`src/core/wopt_pkg.sv`:
```
// wopt_pkg: constants and types shared by the wait one-shot pulse timer
package wopt_pkg;
    // ********************************************************
    // register map
    // ********************************************************
    localparam logic [3:0] ADDR_CTRL = 4'h0;     // timer_control_reg
    localparam logic [3:0] ADDR_OSCTL = 4'h1;    // oneshot_control_reg
    localparam logic [3:0] ADDR_IOCTL = 4'h2;    // timer_io_control_reg
    localparam logic [3:0] ADDR_PRE = 4'h3;      // prescaler_reg
    localparam logic [3:0] ADDR_SEC = 4'h4;      // secondary_count_reg
    localparam logic [3:0] ADDR_PRI = 4'h5;      // primary_count_reg
    localparam logic [3:0] ADDR_PINSEL = 4'h6;   // pin_select_reg
    localparam logic [3:0] ADDR_SRC = 4'h7;      // count source select
    // ********************************************************
    // field positions
    // ********************************************************
    localparam int CTRL_EN_BIT = 0;     // count_enable_bit
    localparam int CTRL_STAT_BIT = 1;   // counting status, read only
    localparam int CTRL_STOP_BIT = 2;   // forced_stop_bit
    localparam int OS_START_BIT = 0;    // oneshot_start_bit, write 1
    localparam int OS_STOP_BIT = 1;     // oneshot_stop_bit, write 1
    localparam int OS_FLAG_BIT = 2;     // oneshot_active_flag, read only
    localparam int IO_POL_BIT = 0;      // output_polarity_bit
    localparam int IO_TRIG_BIT = 2;     // ext_trigger_enable_bit
    localparam int PS_SEL_BIT = 0;      // output_pin_select_bit
    // ********************************************************
    // reset values
    // ********************************************************
    localparam logic [7:0] RST_PRE = 8'hFF;
    localparam logic [7:0] RST_CNT = 8'hFF;
    localparam logic [7:0] RST_ZERO = 8'h00;
    // ********************************************************
    // count sources and phases
    // ********************************************************
    typedef enum logic [1:0] {
        WOPT_SRC_F1 = 2'b00,
        WOPT_SRC_F2 = 2'b01,
        WOPT_SRC_F8 = 2'b10,
        WOPT_SRC_UF = 2'b11
    } wopt_src_t;
    typedef enum logic [1:0] {
        WOPT_IDLE = 2'b00,
        WOPT_ARM = 2'b01,
        WOPT_WAIT = 2'b10,
        WOPT_PULSE = 2'b11
    } wopt_phase_t;
    localparam logic [2:0] DIV8_LAST = 3'h7;
endpackage : wopt_pkg

```
`src/core/wopt_tick_gen.sv`:
```
// wopt_tick_gen: count-source tick selection
`timescale 1ns/100ps
module wopt_tick_gen (
    input wire logic clk,
    input wire logic rst_n,
    input wire wopt_pkg::wopt_src_t src,
    input wire logic companion_uf,
    output logic tick
);
    // ********************************************************
    // divider state
    // ********************************************************
    typedef struct packed {
        logic [2:0] div;
        logic tick;
    } wopt_tk_t;
    wopt_tk_t s_q;
    wopt_tk_t s_d;

    // free divider and one-cycle tick per chosen source
    always_comb begin
        s_d = s_q;
        s_d.div = s_q.div + 3'h1;
        unique case (src)
            wopt_pkg::WOPT_SRC_F1: s_d.tick = 1'b1;
            wopt_pkg::WOPT_SRC_F2: s_d.tick = s_q.div[0];
            wopt_pkg::WOPT_SRC_F8: s_d.tick = (s_q.div == wopt_pkg::DIV8_LAST);
            wopt_pkg::WOPT_SRC_UF: s_d.tick = companion_uf;
        endcase
    end

    // state register
    always_ff @(posedge clk or negedge rst_n) begin
        if (!rst_n) begin
            s_q <= '0;
        end else begin
            s_q <= s_d;
        end
    end
    assign tick = s_q.tick;
endmodule : wopt_tick_gen

```
`src/core/wopt_timer.sv`:
```
// wopt_timer: programmable wait one-shot pulse timer
// Functional notes
// - count source is clk, clk/2, clk/8 or the companion timer underflow
// - wait phase decrements primary; its underflow loads secondary, pulse phase follows
// - secondary underflow reloads primary, ends count, clears the active flag
// - any stop copies reload registers into the counters first
// - wait lasts (prescaler+1)(primary+1) source periods
// - pulse lasts (prescaler+1)(secondary+1) source periods
// - with enable set, a start write or trigger pin edge starts a sequence
// - trigger pin starts the timer only when external trigger enable is set
// - writing 1 to the one-shot stop bit aborts the sequence
// - clearing the count enable bit stops counting
// - setting the forced stop bit halts counting unconditionally
// - interrupt raised as pulse ends, after the secondary underflow
// - one pulse per trigger, only after the full wait
// - reading primary and prescaler returns the live count
// - prescaler and primary writes while stopped update reload and counter; secondary writes update its reload only
// - writes while counting update reload only, taken at that counter's next load (prescaler at its next underflow)
// - polarity bit selects the active level of the pulse
// - pin select bit routes the pulse to one of two pins
// - active flag sets one or two source cycles after a trigger
// - triggers while active are ignored
//
// Chosen here: strobed register access and the register addresses.
`timescale 1ns/100ps
module wopt_timer (
    input wire logic clk,
    input wire logic arst_n,
    input wire logic [3:0] addr,
    input wire logic [7:0] wdata,
    input wire logic wr_en,
    input wire logic rd_en,
    output logic [7:0] rdata,
    input wire logic ext_trigger_pin,
    input wire logic companion_uf,
    output logic pulse_out_a,
    output logic pulse_out_b,
    output logic timer_irq
);
    // ********************************************************
    // reset release
    // ********************************************************
    logic [1:0] rst_sync_q;
    logic rst_n;

    // two-stage reset release
    always_ff @(posedge clk or negedge arst_n) begin
        if (!arst_n) begin
            rst_sync_q <= 2'b00;
        end else begin
            rst_sync_q <= {rst_sync_q[0], 1'b1};
        end
    end
    assign rst_n = rst_sync_q[1];

    // ********************************************************
    // state
    // ********************************************************
    typedef struct packed {
        logic enable;
        logic fstop;
        logic polarity;
        logic trig_en;
        logic pin_sel;
        wopt_pkg::wopt_src_t src;
        logic [7:0] pre_rl;
        logic [7:0] pri_rl;
        logic [7:0] sec_rl;
        logic [7:0] pre_cnt;
        logic [7:0] cnt;
        wopt_pkg::wopt_phase_t phase;
        logic arm_seen;
        logic pin_prev;
        logic irq;
        logic out_a;
        logic out_b;
        logic [7:0] rdata;
    } wopt_st_t;
    wopt_st_t s_q;
    wopt_st_t s_d;
    logic tick;

    // count-source tick
    wopt_tick_gen u_tick (
        .clk(clk),
        .rst_n(rst_n),
        .src(s_q.src),
        .companion_uf(companion_uf),
        .tick(tick)
    );

    // ********************************************************
    // helpers
    // ********************************************************
    // write hits a given register
    function automatic logic wr_hit(input logic [3:0] a, input logic [3:0] target);
        wr_hit = wr_en && (a == target);
    endfunction : wr_hit

    // ********************************************************
    // next state
    // ********************************************************
    logic busy;
    logic trig;
    logic stop_now;
    logic pin_edge;

    always_comb begin
        s_d = s_q;
        s_d.irq = 1'b0;
        s_d.rdata = 8'h00;
        busy = (s_q.phase != wopt_pkg::WOPT_IDLE);
        pin_edge = ext_trigger_pin && !s_q.pin_prev;
        s_d.pin_prev = ext_trigger_pin;
        // software start or pin edge, only while idle
        trig = s_q.enable && !s_q.fstop && (s_q.phase == wopt_pkg::WOPT_IDLE)
            && ((wr_hit(addr, wopt_pkg::ADDR_OSCTL) && wdata[wopt_pkg::OS_START_BIT])
            || (s_q.trig_en && pin_edge));
        // control writes
        if (wr_hit(addr, wopt_pkg::ADDR_CTRL)) begin
            s_d.enable = wdata[wopt_pkg::CTRL_EN_BIT];
            s_d.fstop = wdata[wopt_pkg::CTRL_STOP_BIT];
        end
        if (wr_hit(addr, wopt_pkg::ADDR_IOCTL)) begin
            s_d.polarity = wdata[wopt_pkg::IO_POL_BIT];
            s_d.trig_en = wdata[wopt_pkg::IO_TRIG_BIT];
        end
        if (wr_hit(addr, wopt_pkg::ADDR_PINSEL)) begin
            s_d.pin_sel = wdata[wopt_pkg::PS_SEL_BIT];
        end
        if (wr_hit(addr, wopt_pkg::ADDR_SRC)) begin
            s_d.src = wopt_pkg::wopt_src_t'(wdata[1:0]);
        end
        // count registers: reload always, prescaler and primary counter too when stopped
        if (wr_hit(addr, wopt_pkg::ADDR_PRE)) begin
            s_d.pre_rl = wdata;
            if (!busy) begin
                s_d.pre_cnt = wdata;
            end
        end
        if (wr_hit(addr, wopt_pkg::ADDR_SEC)) begin
            s_d.sec_rl = wdata;
        end
        if (wr_hit(addr, wopt_pkg::ADDR_PRI)) begin
            s_d.pri_rl = wdata;
            if (!busy) begin
                s_d.cnt = wdata;
            end
        end
        // sequence
        unique case (s_q.phase)
            wopt_pkg::WOPT_IDLE: begin
                if (trig) begin
                    s_d.phase = wopt_pkg::WOPT_ARM;
                    s_d.arm_seen = 1'b0;
                end
            end
            wopt_pkg::WOPT_ARM: begin
                // flag rises on the second source tick
                if (tick) begin
                    s_d.arm_seen = 1'b1;
                    if (s_q.arm_seen) begin
                        s_d.phase = wopt_pkg::WOPT_WAIT;
                        s_d.pre_cnt = s_q.pre_rl;
                        s_d.cnt = s_q.pri_rl;
                    end
                end
            end
            wopt_pkg::WOPT_WAIT, wopt_pkg::WOPT_PULSE: begin
                if (tick) begin
                    if (s_q.pre_cnt != 8'h00) begin
                        s_d.pre_cnt = s_q.pre_cnt - 8'h01;
                    end else begin
                        s_d.pre_cnt = s_q.pre_rl;
                        if (s_q.cnt != 8'h00) begin
                            s_d.cnt = s_q.cnt - 8'h01;
                        end else if (s_q.phase == wopt_pkg::WOPT_WAIT) begin
                            s_d.cnt = s_q.sec_rl;
                            s_d.phase = wopt_pkg::WOPT_PULSE;
                        end else begin
                            s_d.cnt = s_q.pri_rl;
                            s_d.phase = wopt_pkg::WOPT_IDLE;
                            s_d.irq = 1'b1;
                        end
                    end
                end
            end
        endcase
        // stop requests end any sequence with a reload
        stop_now = (wr_hit(addr, wopt_pkg::ADDR_OSCTL) && wdata[wopt_pkg::OS_STOP_BIT])
            || (wr_hit(addr, wopt_pkg::ADDR_CTRL) && !wdata[wopt_pkg::CTRL_EN_BIT])
            || s_q.fstop;
        if (stop_now && busy) begin
            s_d.phase = wopt_pkg::WOPT_IDLE;
            s_d.pre_cnt = s_q.pre_rl;
            s_d.cnt = s_q.pri_rl;
        end
        // pin drive, inactive outside the pulse phase
        s_d.out_a = s_q.polarity;
        s_d.out_b = s_q.polarity;
        if (s_d.phase == wopt_pkg::WOPT_PULSE) begin
            if (s_q.pin_sel) begin
                s_d.out_b = !s_q.polarity;
            end else begin
                s_d.out_a = !s_q.polarity;
            end
        end
        // read port
        if (rd_en) begin
            unique case (addr)
                wopt_pkg::ADDR_CTRL: begin
                    s_d.rdata[wopt_pkg::CTRL_EN_BIT] = s_q.enable;
                    s_d.rdata[wopt_pkg::CTRL_STAT_BIT] = busy;
                    s_d.rdata[wopt_pkg::CTRL_STOP_BIT] = s_q.fstop;
                end
                wopt_pkg::ADDR_OSCTL: begin
                    s_d.rdata[wopt_pkg::OS_FLAG_BIT] =
                        (s_q.phase == wopt_pkg::WOPT_WAIT) || (s_q.phase == wopt_pkg::WOPT_PULSE);
                end
                wopt_pkg::ADDR_IOCTL: begin
                    s_d.rdata[wopt_pkg::IO_POL_BIT] = s_q.polarity;
                    s_d.rdata[wopt_pkg::IO_TRIG_BIT] = s_q.trig_en;
                end
                wopt_pkg::ADDR_PRE: s_d.rdata = s_q.pre_cnt;
                wopt_pkg::ADDR_SEC: s_d.rdata = s_q.sec_rl;
                wopt_pkg::ADDR_PRI: s_d.rdata = s_q.cnt;
                wopt_pkg::ADDR_PINSEL: s_d.rdata[wopt_pkg::PS_SEL_BIT] = s_q.pin_sel;
                wopt_pkg::ADDR_SRC: s_d.rdata[1:0] = s_q.src;
                default: s_d.rdata = 8'h00;
            endcase
        end
    end

    // ********************************************************
    // state register
    // ********************************************************
    always_ff @(posedge clk or negedge rst_n) begin
        if (!rst_n) begin
            s_q <= '{enable: 1'b0, fstop: 1'b0, polarity: 1'b0, trig_en: 1'b0,
                     pin_sel: 1'b0, src: wopt_pkg::WOPT_SRC_F1,
                     pre_rl: wopt_pkg::RST_PRE, pri_rl: wopt_pkg::RST_CNT,
                     sec_rl: wopt_pkg::RST_CNT, pre_cnt: wopt_pkg::RST_PRE,
                     cnt: wopt_pkg::RST_CNT, phase: wopt_pkg::WOPT_IDLE,
                     arm_seen: 1'b0, pin_prev: 1'b0, irq: 1'b0,
                     out_a: 1'b0, out_b: 1'b0, rdata: wopt_pkg::RST_ZERO};
        end else begin
            s_q <= s_d;
        end
    end

    assign rdata = s_q.rdata;
    assign pulse_out_a = s_q.out_a;
    assign pulse_out_b = s_q.out_b;
    assign timer_irq = s_q.irq;
endmodule : wopt_timer

```
`config.mk`:
```
export PLATFORM = sky130hd
export DESIGN_NAME = wopt_timer
export DESIGN_NICKNAME = d
export VERILOG_FILES = /design/src/core/wopt_pkg.sv /design/src/core/wopt_tick_gen.sv /design/src/core/wopt_timer.sv
export SDC_FILE = /design/constraint.sdc
export NUM_CORES = 1
export LEC_CHECK = 0
export BUFFER_PORTS_ARGS = -buffer_cell sky130_fd_sc_hd__buf_2
export CAP_MARGIN = 20
export CORE_MARGIN = 1.5
export CORE_UTILIZATION = 35
export CTS_CLUSTER_DIAMETER = 30
export DETAILED_ROUTE_END_ITERATION = 16
export GPL_TIMING_DRIVEN = 0
export SLEW_MARGIN = 5
export SYNTH_ARGS = -nofsm -noshare
export SYNTH_HDL_FRONTEND = slang
export SYNTH_SLANG_ARGS = --single-unit
```
`constraint.sdc`:
```
create_clock -name clk -period 3.15 [get_ports clk]
set_input_delay 0.1575 -clock clk [delete_from_list [all_inputs] [get_ports clk]]
set_output_delay 0.1575 -clock clk [all_outputs]
set_load 0.1 [all_outputs]
```
==> results_tabular.tex, run 1 <==
\begin{tabular}{lr}
\hline
Metric & Value \\
\hline
\multicolumn{2}{l}{\textbf{Yosys}} \\
Area share of the largest cell type after synthesis & 0.265 \\
Leading cell type by number of instances after synthesis & sky130\_fd\_sc\_hd\_\_mux2\_2 \\
Synthesis warning total & 0 \\
Largest area contributor in the synthesized netlist & sky130\_fd\_sc\_hd\_\_dfstp\_2 \\
Fraction of registers with async set/reset & 1.00 \\
Post-synth design cell area & 0.00397 mm2 \\
Number of cells produced by synthesis & 386 \\
Number of distinct library cells after synthesis & 63 \\
Cells taking the most area after synthesis & sky130\_fd\_sc\_hd\_\_dfstp\_2 (26\%), sky130\_fd\_sc\_hd\_\_dfrtp\_1 (18\%), sky130\_fd\_sc\_hd\_\_mux2\_2 (13\%), sky130\_fd\_sc\_hd\_\_mux2i\_1 (4.5\%), sky130\_fd\_sc\_hd\_\_nand2\_1 (2.6\%) \\
Mean area per synthesized cell & 10.3 um2 \\
Main synth FF type & sky130\_fd\_sc\_hd\_\_dfstp\_2 \\
Synth cell count leaders & sky130\_fd\_sc\_hd\_\_mux2\_2 (45), sky130\_fd\_sc\_hd\_\_dfstp\_2 (40), sky130\_fd\_sc\_hd\_\_dfrtp\_1 (28), sky130\_fd\_sc\_hd\_\_nand2\_1 (28), sky130\_fd\_sc\_hd\_\_nor2\_1 (28) \\
Synthesized netlist net count & roughly 410 \\
Post-synth EDFFs & 0 \\
Share of the yosys chip area belonging to registers & 0.442 \\
FF+latch count, synth & 68 \\
\multicolumn{2}{l}{\textbf{Drt}} \\
Average wire per standard cell & 17.9 um \\
Number of detailed-route iterations in the first pass & 4 \\
Via count & 3156 \\
Number of antenna-violating nets in the routed design & 0 \\
Drt via density & 5.54 \\
Iteration-0 DRC Markers & 148 \\
Total wire length after detailed routing & about 10000 um \\
\# DRC & 0 \\
\multicolumn{2}{l}{\textbf{Global route}} \\
Number of global-route vias before repair & between 3k and 4k \\
Met1 track demand over resource in global routing & 0.255 \\
Global routing's busiest layer & met2 \\
Remaining global-route overflow & 0 \\
Met3 Track Usage GR & 0.0249 \\
Pin count of the biggest net entering global routing & 67 \\
Overall routing resource usage & 0.186 \\
Antenna violations before repair & 0 \\
Met2 routing resource usage after global routing & 0.292 \\
Global-route wire length before repair & 16800 um \\
\multicolumn{2}{l}{\textbf{Clock network}} \\
H-tree Lvls & 3 \\
Inserted Clock Buffers & 9 \\
TritonCTS clock tree & built \\
Clock transition time at the flip-flop clock pins of the worst setup and hold paths & 60 ps \\
Root buffer selected by CTS & sky130\_fd\_sc\_hd\_\_clkbuf\_16 \\
Maximum count of clock buffers along a single path & 2 \\
CTS sink count & 68 \\
Clock Latency Late Sink & 330 ps \\
\multicolumn{2}{l}{\textbf{Critical path}} \\
Worst-path cell chain & clkbuf\_1, inv\_1, ha\_1, or3b\_2, clkbuf\_1, nor2\_1, mux2\_2, a221oi\_1, a311oi\_1 \\
Library cell appearing most often on the critical path & sky130\_fd\_sc\_hd\_\_clkbuf\_1 \\
Crit path buf inv count & 3 \\
Critical Path Max Stage Delay & $\sim$460 ps \\
Reg-to-Reg Start & s\_q[23] \\
Register-to-register setup slack & 440 ps \\
Nature of the critical path startpoint & flop \\
CP max stage cell & sky130\_fd\_sc\_hd\_\_or3b\_2 \\
Logic depth of the worst setup path including buffers & 9 \\
Critical path start-end classification & flop to flop \\
Depth of the worst register-to-register path & 9 \\
Terminus of the critical flop-to-flop path & s\_q[27] \\
Worst path arrival time & around 2900 ps \\
Worst EP required & 3380 ps \\
Type of destination of the critical path & flop \\
Cell family with the largest share of critical-path delay & simple AND/OR/NAND/NOR gates \\
Maximum fanout along the worst path & 8 \\
\multicolumn{2}{l}{\textbf{Floorplan}} \\
DIE HEIGHT & 109 um \\
Starting Density & 0.363 \\
DIE AREA & between 0.01 and 0.015 mm2 \\
Die W & 109 um \\
Placement row count & 38 \\
Number of I/O pins & 29 \\
Core Footprint & 0.0109 mm2 \\
\multicolumn{2}{l}{\textbf{STA}} \\
Fin Clk Skew & about 8.5 ps \\
Number of max-slew violations in the final report & 0 \\
Fin crit share & 0.861 \\
PnR worst setup slack & 436 ps \\
Remaining max-slew budget at the tightest pin & 0.401 \\
Hold WS & 129 ps \\
Slew at the pin closest to its max-slew limit & approximately 890 ps \\
Setup TNS & 0 ps \\
Final setup violation count & 0 \\
Final hold vios & 0 \\
Shortest clock period the worst path allows after layout & 2710 ps \\
RSZ-0062 raised after global routing & false \\
F\_max & 0.369 GHz \\
\multicolumn{2}{l}{\textbf{Finish}} \\
Antenna Cells & 0 \\
Final Net Count & approximately 450 \\
Fill cell total of the finished layout & 1100 \\
Layout overhead on the synthesized area & 15.4\% \\
Layout cell share with drive strength beyond 1 & 0.335 \\
\multicolumn{2}{l}{\textbf{Placement}} \\
Weighted congestion reported at the end of routability-driven placement & roughly 0.87 \\
DP Worst Slack & 458 ps \\
HPWL Detailed & 7210 um \\
Buffers added on ports & 26 \\
\multicolumn{2}{l}{\textbf{Job}} \\
Number of max-capacitance violations reported & 0 \\
\multicolumn{2}{l}{\textbf{Power}} \\
Total power consumption of the routed design & just under 4000 uW \\
Worst-case vdd ir drop & 438 uV \\
Power density normalized to cell area & 859 mW/mm2 \\
Leak Pwr & around 0.0019 uW \\
\multicolumn{2}{l}{\textbf{Status}} \\
Result of the run & finished, final reports clean \\
\multicolumn{2}{l}{\textbf{Min path}} \\
Min-delay worst type & input pin to async pin \\
\hline
\end{tabular}
## routing by layer
| layer | routed length (um) | up-vias |
|---|---|---|
| met4 | 298 | 0 |
| met1 | 4920 | 1576 |
| li1 | - | 1494 |
| met2 | 4700 | 62 |
| met3 | 282 | 24 |
| met5 | 0 | - |
## power breakdown
group	switching, uW	leakage (uW)	internal, uW
Sequential	262	0.000775	1230
Clock	367	0.000132	571
Combinational	876	0.000975	623
## cells by family after synthesis
kind of cell | after synthesis | synth area share
AO/OA/AOI/OAI | 77 | 0.137
AND/OR/NAND/NOR | 123 | 0.167
multiplexers | 63 | 0.173
adder cells (fa/ha/maj) | 5 | 0.0158
flip-flops | 68 | 0.442
other | 1 | 0.000945
buffers and inverters | 42 | 0.0495
XOR/XNOR | 7 | 0.0155
## flip-flops by register name (all words and copies together), names as in the netlist
| register | count |
|---|---|
| s_q | 51 |
| rst_sync_q | 2 |
| u_tick.tick | 1 |
| pulse_out_b | 1 |
| u_tick.s_q | 3 |
| rdata | 8 |
| timer_irq | 1 |
| pulse_out_a | 1 |
## final cells by class
class	instances	area, um2	area share
Multi-Input combinational cell	276	2020	0.441
Sequential cell	68	1760	0.384
Clock buffer	12	256	0.0560
Tap cell	140	175	0.0383
Buffer	30	151	0.0331
Timing Repair Buffer	28	150	0.0328
Inverter	12	45.0	0.00984
Clock inverter	4	23.8	0.00519
## layout by cell type (no fill, tap or decap), drive strengths merged, types with 5 or more instances in the layout
cell    instances
dfstp          40
buf            37
a21oi          16
clkbuf         31
nor3b           5
nor2           28
nand2          28
nor2b           6
a22oi           6
nor3           10
mux2           45
nor4            6
dfrtp          28
ha              5
a31oi           5
o21ai          13
or3             5
nand2b          8
nand3           6
inv            12
mux2i          18
## how the worst max path moves through the flow
stage / start / endpoint / slack (ps)
2_1_floorplan: s_q[23] / s_q[27] / 820
6_report: s_q[23] / s_q[27] / 440
3_5_place_dp: s_q[23] / s_q[27] / 460
3_3_place_gp: rst_sync_q[1] / rdata[4] / 380
5_1_grt: s_q[23] / s_q[27] / 230
4_1_cts: s_q[23] / s_q[27] / 450
## per-stage QoR
| step | area [um2] | util | std cells |
|---|---|---|---|
| detailed placement | 4280 | 0.391 | 552 |
| floorplan | 3970 | - | 386 |
| finish | 4580 | 0.419 | 570 |
| CTS | 4580 | 0.419 | 570 |
| global route | 4580 | 0.419 | 570 |
| global placement | 4270 | 0.391 | 552 |
## timing repair
action                    4_1_cts  5_1_grt
hold endpoints to repair        3        0
resized for setup               0        0
setup buffers                   0        0
hold buffers                    2        0
No activity file was read; power rests on OpenSTA's default activity.
==> run 2, diff against run 1 <==
--- a/config.mk
+++ b/config.mk
@@ -9,6 +9,7 @@
 export CAP_MARGIN = 20
 export CORE_MARGIN = 1.5
 export CORE_UTILIZATION = 35
+export CTS_BUF_LIST = sky130_fd_sc_hd__clkbuf_4
 export CTS_CLUSTER_DIAMETER = 30
 export DETAILED_ROUTE_END_ITERATION = 16
 export GPL_TIMING_DRIVEN = 0
==> results_tabular.tex, run 2 (same netlist as run 1, synthesis figures left out) <==
\begin{tabular}{lr}
\hline
Metric & Value \\
\hline
\multicolumn{2}{l}{\textbf{Clock network}} \\
Maximum count of clock buffers along a single path & 2 \\
Clock transition time at the flip-flop clock pins of the worst setup and hold paths & 120 ps \\
H-tree Lvls & 3 \\
Root buffer selected by CTS & sky130\_fd\_sc\_hd\_\_clkbuf\_4 \\
TritonCTS clock tree & built \\
CTS sink count & 68 \\
Total of cells resized after clock tree synthesis & 0 \\
Clock Latency Late Sink & 420 ps \\
Inserted Clock Buffers & 9 \\
\multicolumn{2}{l}{\textbf{Drt}} \\
\# DRC & 0 \\
Routed length on met2 & roughly 4700 um \\
Via count & approximately 3.2k \\
Total wire length after detailed routing & 10200 um \\
Average wire per standard cell & 17.8 um \\
Drt via density & approximately 5.6 \\
Met3 WL post-DR & 301 um \\
Number of antenna-violating nets in the routed design & 0 \\
Number of detailed-route iterations in the first pass & 5 \\
Detailed-route wire length on metal 1 & 4940 um \\
Iteration-0 DRC Markers & 177 \\
Highest routed layer & met4 \\
\multicolumn{2}{l}{\textbf{Status}} \\
Result of the run & finished, final reports clean \\
\multicolumn{2}{l}{\textbf{STA}} \\
Shortest clock period the worst path allows after layout & between 2000 and 3000 ps \\
Fin Clk Skew & 14.4 ps \\
PnR worst setup slack & about 400 ps \\
Remaining max-slew budget at the tightest pin & 0.385 \\
Slew at the pin closest to its max-slew limit & 916 ps \\
Final hold vios & 0 \\
RSZ-0062 raised after global routing & false \\
Final setup violation count & 0 \\
Setup TNS & 0 ps \\
Number of max-slew violations in the final report & 0 \\
F\_max & 0.364 GHz \\
Fin crit share & 0.872 \\
\multicolumn{2}{l}{\textbf{Global route}} \\
Remaining global-route overflow & 0 \\
Global-route wire length before repair & 16800 um \\
Number of global-route vias before repair & 3137 \\
Antenna violations before repair & 1 \\
Overall routing resource usage & 0.185 \\
Pin count of the biggest net entering global routing & 67 \\
\multicolumn{2}{l}{\textbf{Power}} \\
Sequential Power Share & 0.430 \\
Leak Pwr & 0.00181 uW \\
Worst-case vdd ir drop & between 400 and 500 uV \\
Fraction of power consumed by the clock network & 0.138 \\
Net switching power figure & 1450 uW \\
Internal Power & 2010 uW \\
Fraction of power spent switching nets & 0.420 \\
Combinational share of power & 0.433 \\
Power density normalized to cell area & 787 mW/mm2 \\
\multicolumn{2}{l}{\textbf{Critical path}} \\
Maximum fanout along the worst path & 8 \\
Critical path start-end classification & flop to flop \\
Type of destination of the critical path & flop \\
Nature of the critical path startpoint & flop \\
Worst path arrival time & 3070 ps \\
Worst EP required & 3480 ps \\
\multicolumn{2}{l}{\textbf{Finish}} \\
Post-route insts no fill & 571 \\
Layout overhead on the synthesized area & 11.0\% \\
Layout cell share with drive strength beyond 1 & 0.333 \\
Commonest non-fill, non-tap cells in the layout & sky130\_fd\_sc\_hd\_\_mux2\_2 (45), sky130\_fd\_sc\_hd\_\_dfstp\_2 (40), sky130\_fd\_sc\_hd\_\_nor2\_1 (28), sky130\_fd\_sc\_hd\_\_nand2\_1 (28) \\
Final Net Count & between 400 and 500 \\
Fill cell total of the finished layout & 1120 \\
Commonest non-fill, non-tap cell in the layout & sky130\_fd\_sc\_hd\_\_mux2\_2 \\
Largest register FFs & 51 \\
Final core utilization & 0.403 \\
Final non-filler cell area & between 0.004 and 0.005 mm2 \\
Largest Register & s\_q \\
\multicolumn{2}{l}{\textbf{Floorplan}} \\
Core Footprint & 0.0109 mm2 \\
Number of I/O pins & 29 \\
DIE AREA & $\sim$0.012 mm2 \\
Starting Density & 0.363 \\
Placement row count & 38 \\
DIE HEIGHT & 109 um \\
Die W & about 110 um \\
\multicolumn{2}{l}{\textbf{Placement}} \\
HPWL Detailed & 7210 um \\
Post-DP Area & 0.00428 mm2 \\
Weighted congestion reported at the end of routability-driven placement & 0.868 \\
Inst Count DP & about 550 \\
Buffers added on ports & 26 \\
DP Worst Slack & 458 ps \\
\multicolumn{2}{l}{\textbf{Job}} \\
Number of max-capacitance violations reported & 0 \\
\multicolumn{2}{l}{\textbf{Min path}} \\
Min-delay worst type & input pin to async pin \\
\hline
\end{tabular}
==> run 2: changes by cell type in the layout (fill, tap and decap cells not counted) <==
cell,before,now
sky130_fd_sc_hd__clkbuf_1,20,19
sky130_fd_sc_hd__clkbuf_16,9,0
sky130_fd_sc_hd__clkbuf_4,0,10
sky130_fd_sc_hd__clkbuf_8,2,0
sky130_fd_sc_hd__clkinv_1,1,3
sky130_fd_sc_hd__diode_2,0,1
==> run 2: final timing paths <==
path,start,to,slack [ps],depth (start not counted)
min reg2reg,rst_sync_q[0],rst_sync_q[1],370,0
min,arst_n,rst_sync_q[1],30,2
max reg2reg,s_q[23],s_q[27],400,9
max in group asynchronous,rst_sync_q[1],rdata[7],2120,0
max,s_q[23],s_q[27],400,9
min in group clk,wdata[6],s_q[45],60,3
==> run 2: layout make-up <==
| class | count | area (um2) | area share |
|---|---|---|---|
| plain buffers | 30 | 151 | 0.0344 |
| well taps | 140 | 175 | 0.0398 |
| inverters | 12 | 45.0 | 0.0102 |
| clock inverters | 6 | 31.3 | 0.00710 |
| repair buffers | 28 | 150 | 0.0341 |
| clock buffers | 10 | 75.1 | 0.0170 |
| diodes | 1 | 2.50 | 0.000568 |
| flip-flops and latches | 68 | 1760 | 0.398 |
| multi-input cells | 276 | 2020 | 0.458 |
==> run 2: repair_timing <==
| item | in CTS | in global routing |
|---|---|---|
| buffers inserted | 0 | 0 |
| hold buffers | 2 | 0 |
| hold endpoints to repair | 3 | 0 |
==> run 2: stage by stage <==
step | hold WS, ps | total power [uW]
3_5_place_dp | -55.7 | 2970
3_3_place_gp | -56.2 | 2940
6_report | 27.6 | 3470
5_1_grt | 14.3 | 3710
4_1_cts | 7.82 | 3460
2_1_floorplan | -138 | 2580
==> run 2: critical path: stages, from the launching register on <==
cell and delay (ps):
sky130_fd_sc_hd__dfstp_2 380, sky130_fd_sc_hd__clkbuf_1 220, sky130_fd_sc_hd__inv_1 140, sky130_fd_sc_hd__ha_1 250, sky130_fd_sc_hd__or3b_2 460, sky130_fd_sc_hd__clkbuf_1 180, sky130_fd_sc_hd__nor2_1 300, sky130_fd_sc_hd__mux2_2 370
sky130_fd_sc_hd__a221oi_1 280, sky130_fd_sc_hd__a311oi_1 70
==> run 2: routing by layer <==
layer,up-vias,track usage
met1,1597,0.252
met5,-,0
met2,80,0.292
li1,1498,-
met4,0,0.0826
met3,17,0.0261
==> run 2: power groups by stage <==
| stage | clock network [uW] | registers (uW) | logic [uW] |
|---|---|---|---|
| 2_1_floorplan | 0 | 1480 | 1100 |
| 3_3_place_gp | 0 | 1500 | 1450 |
| 3_5_place_dp | 0 | 1500 | 1470 |
| 6_report | 477 | 1490 | 1500 |
| 5_1_grt | 526 | 1530 | 1650 |
| 4_1_cts | 492 | 1490 | 1480 |
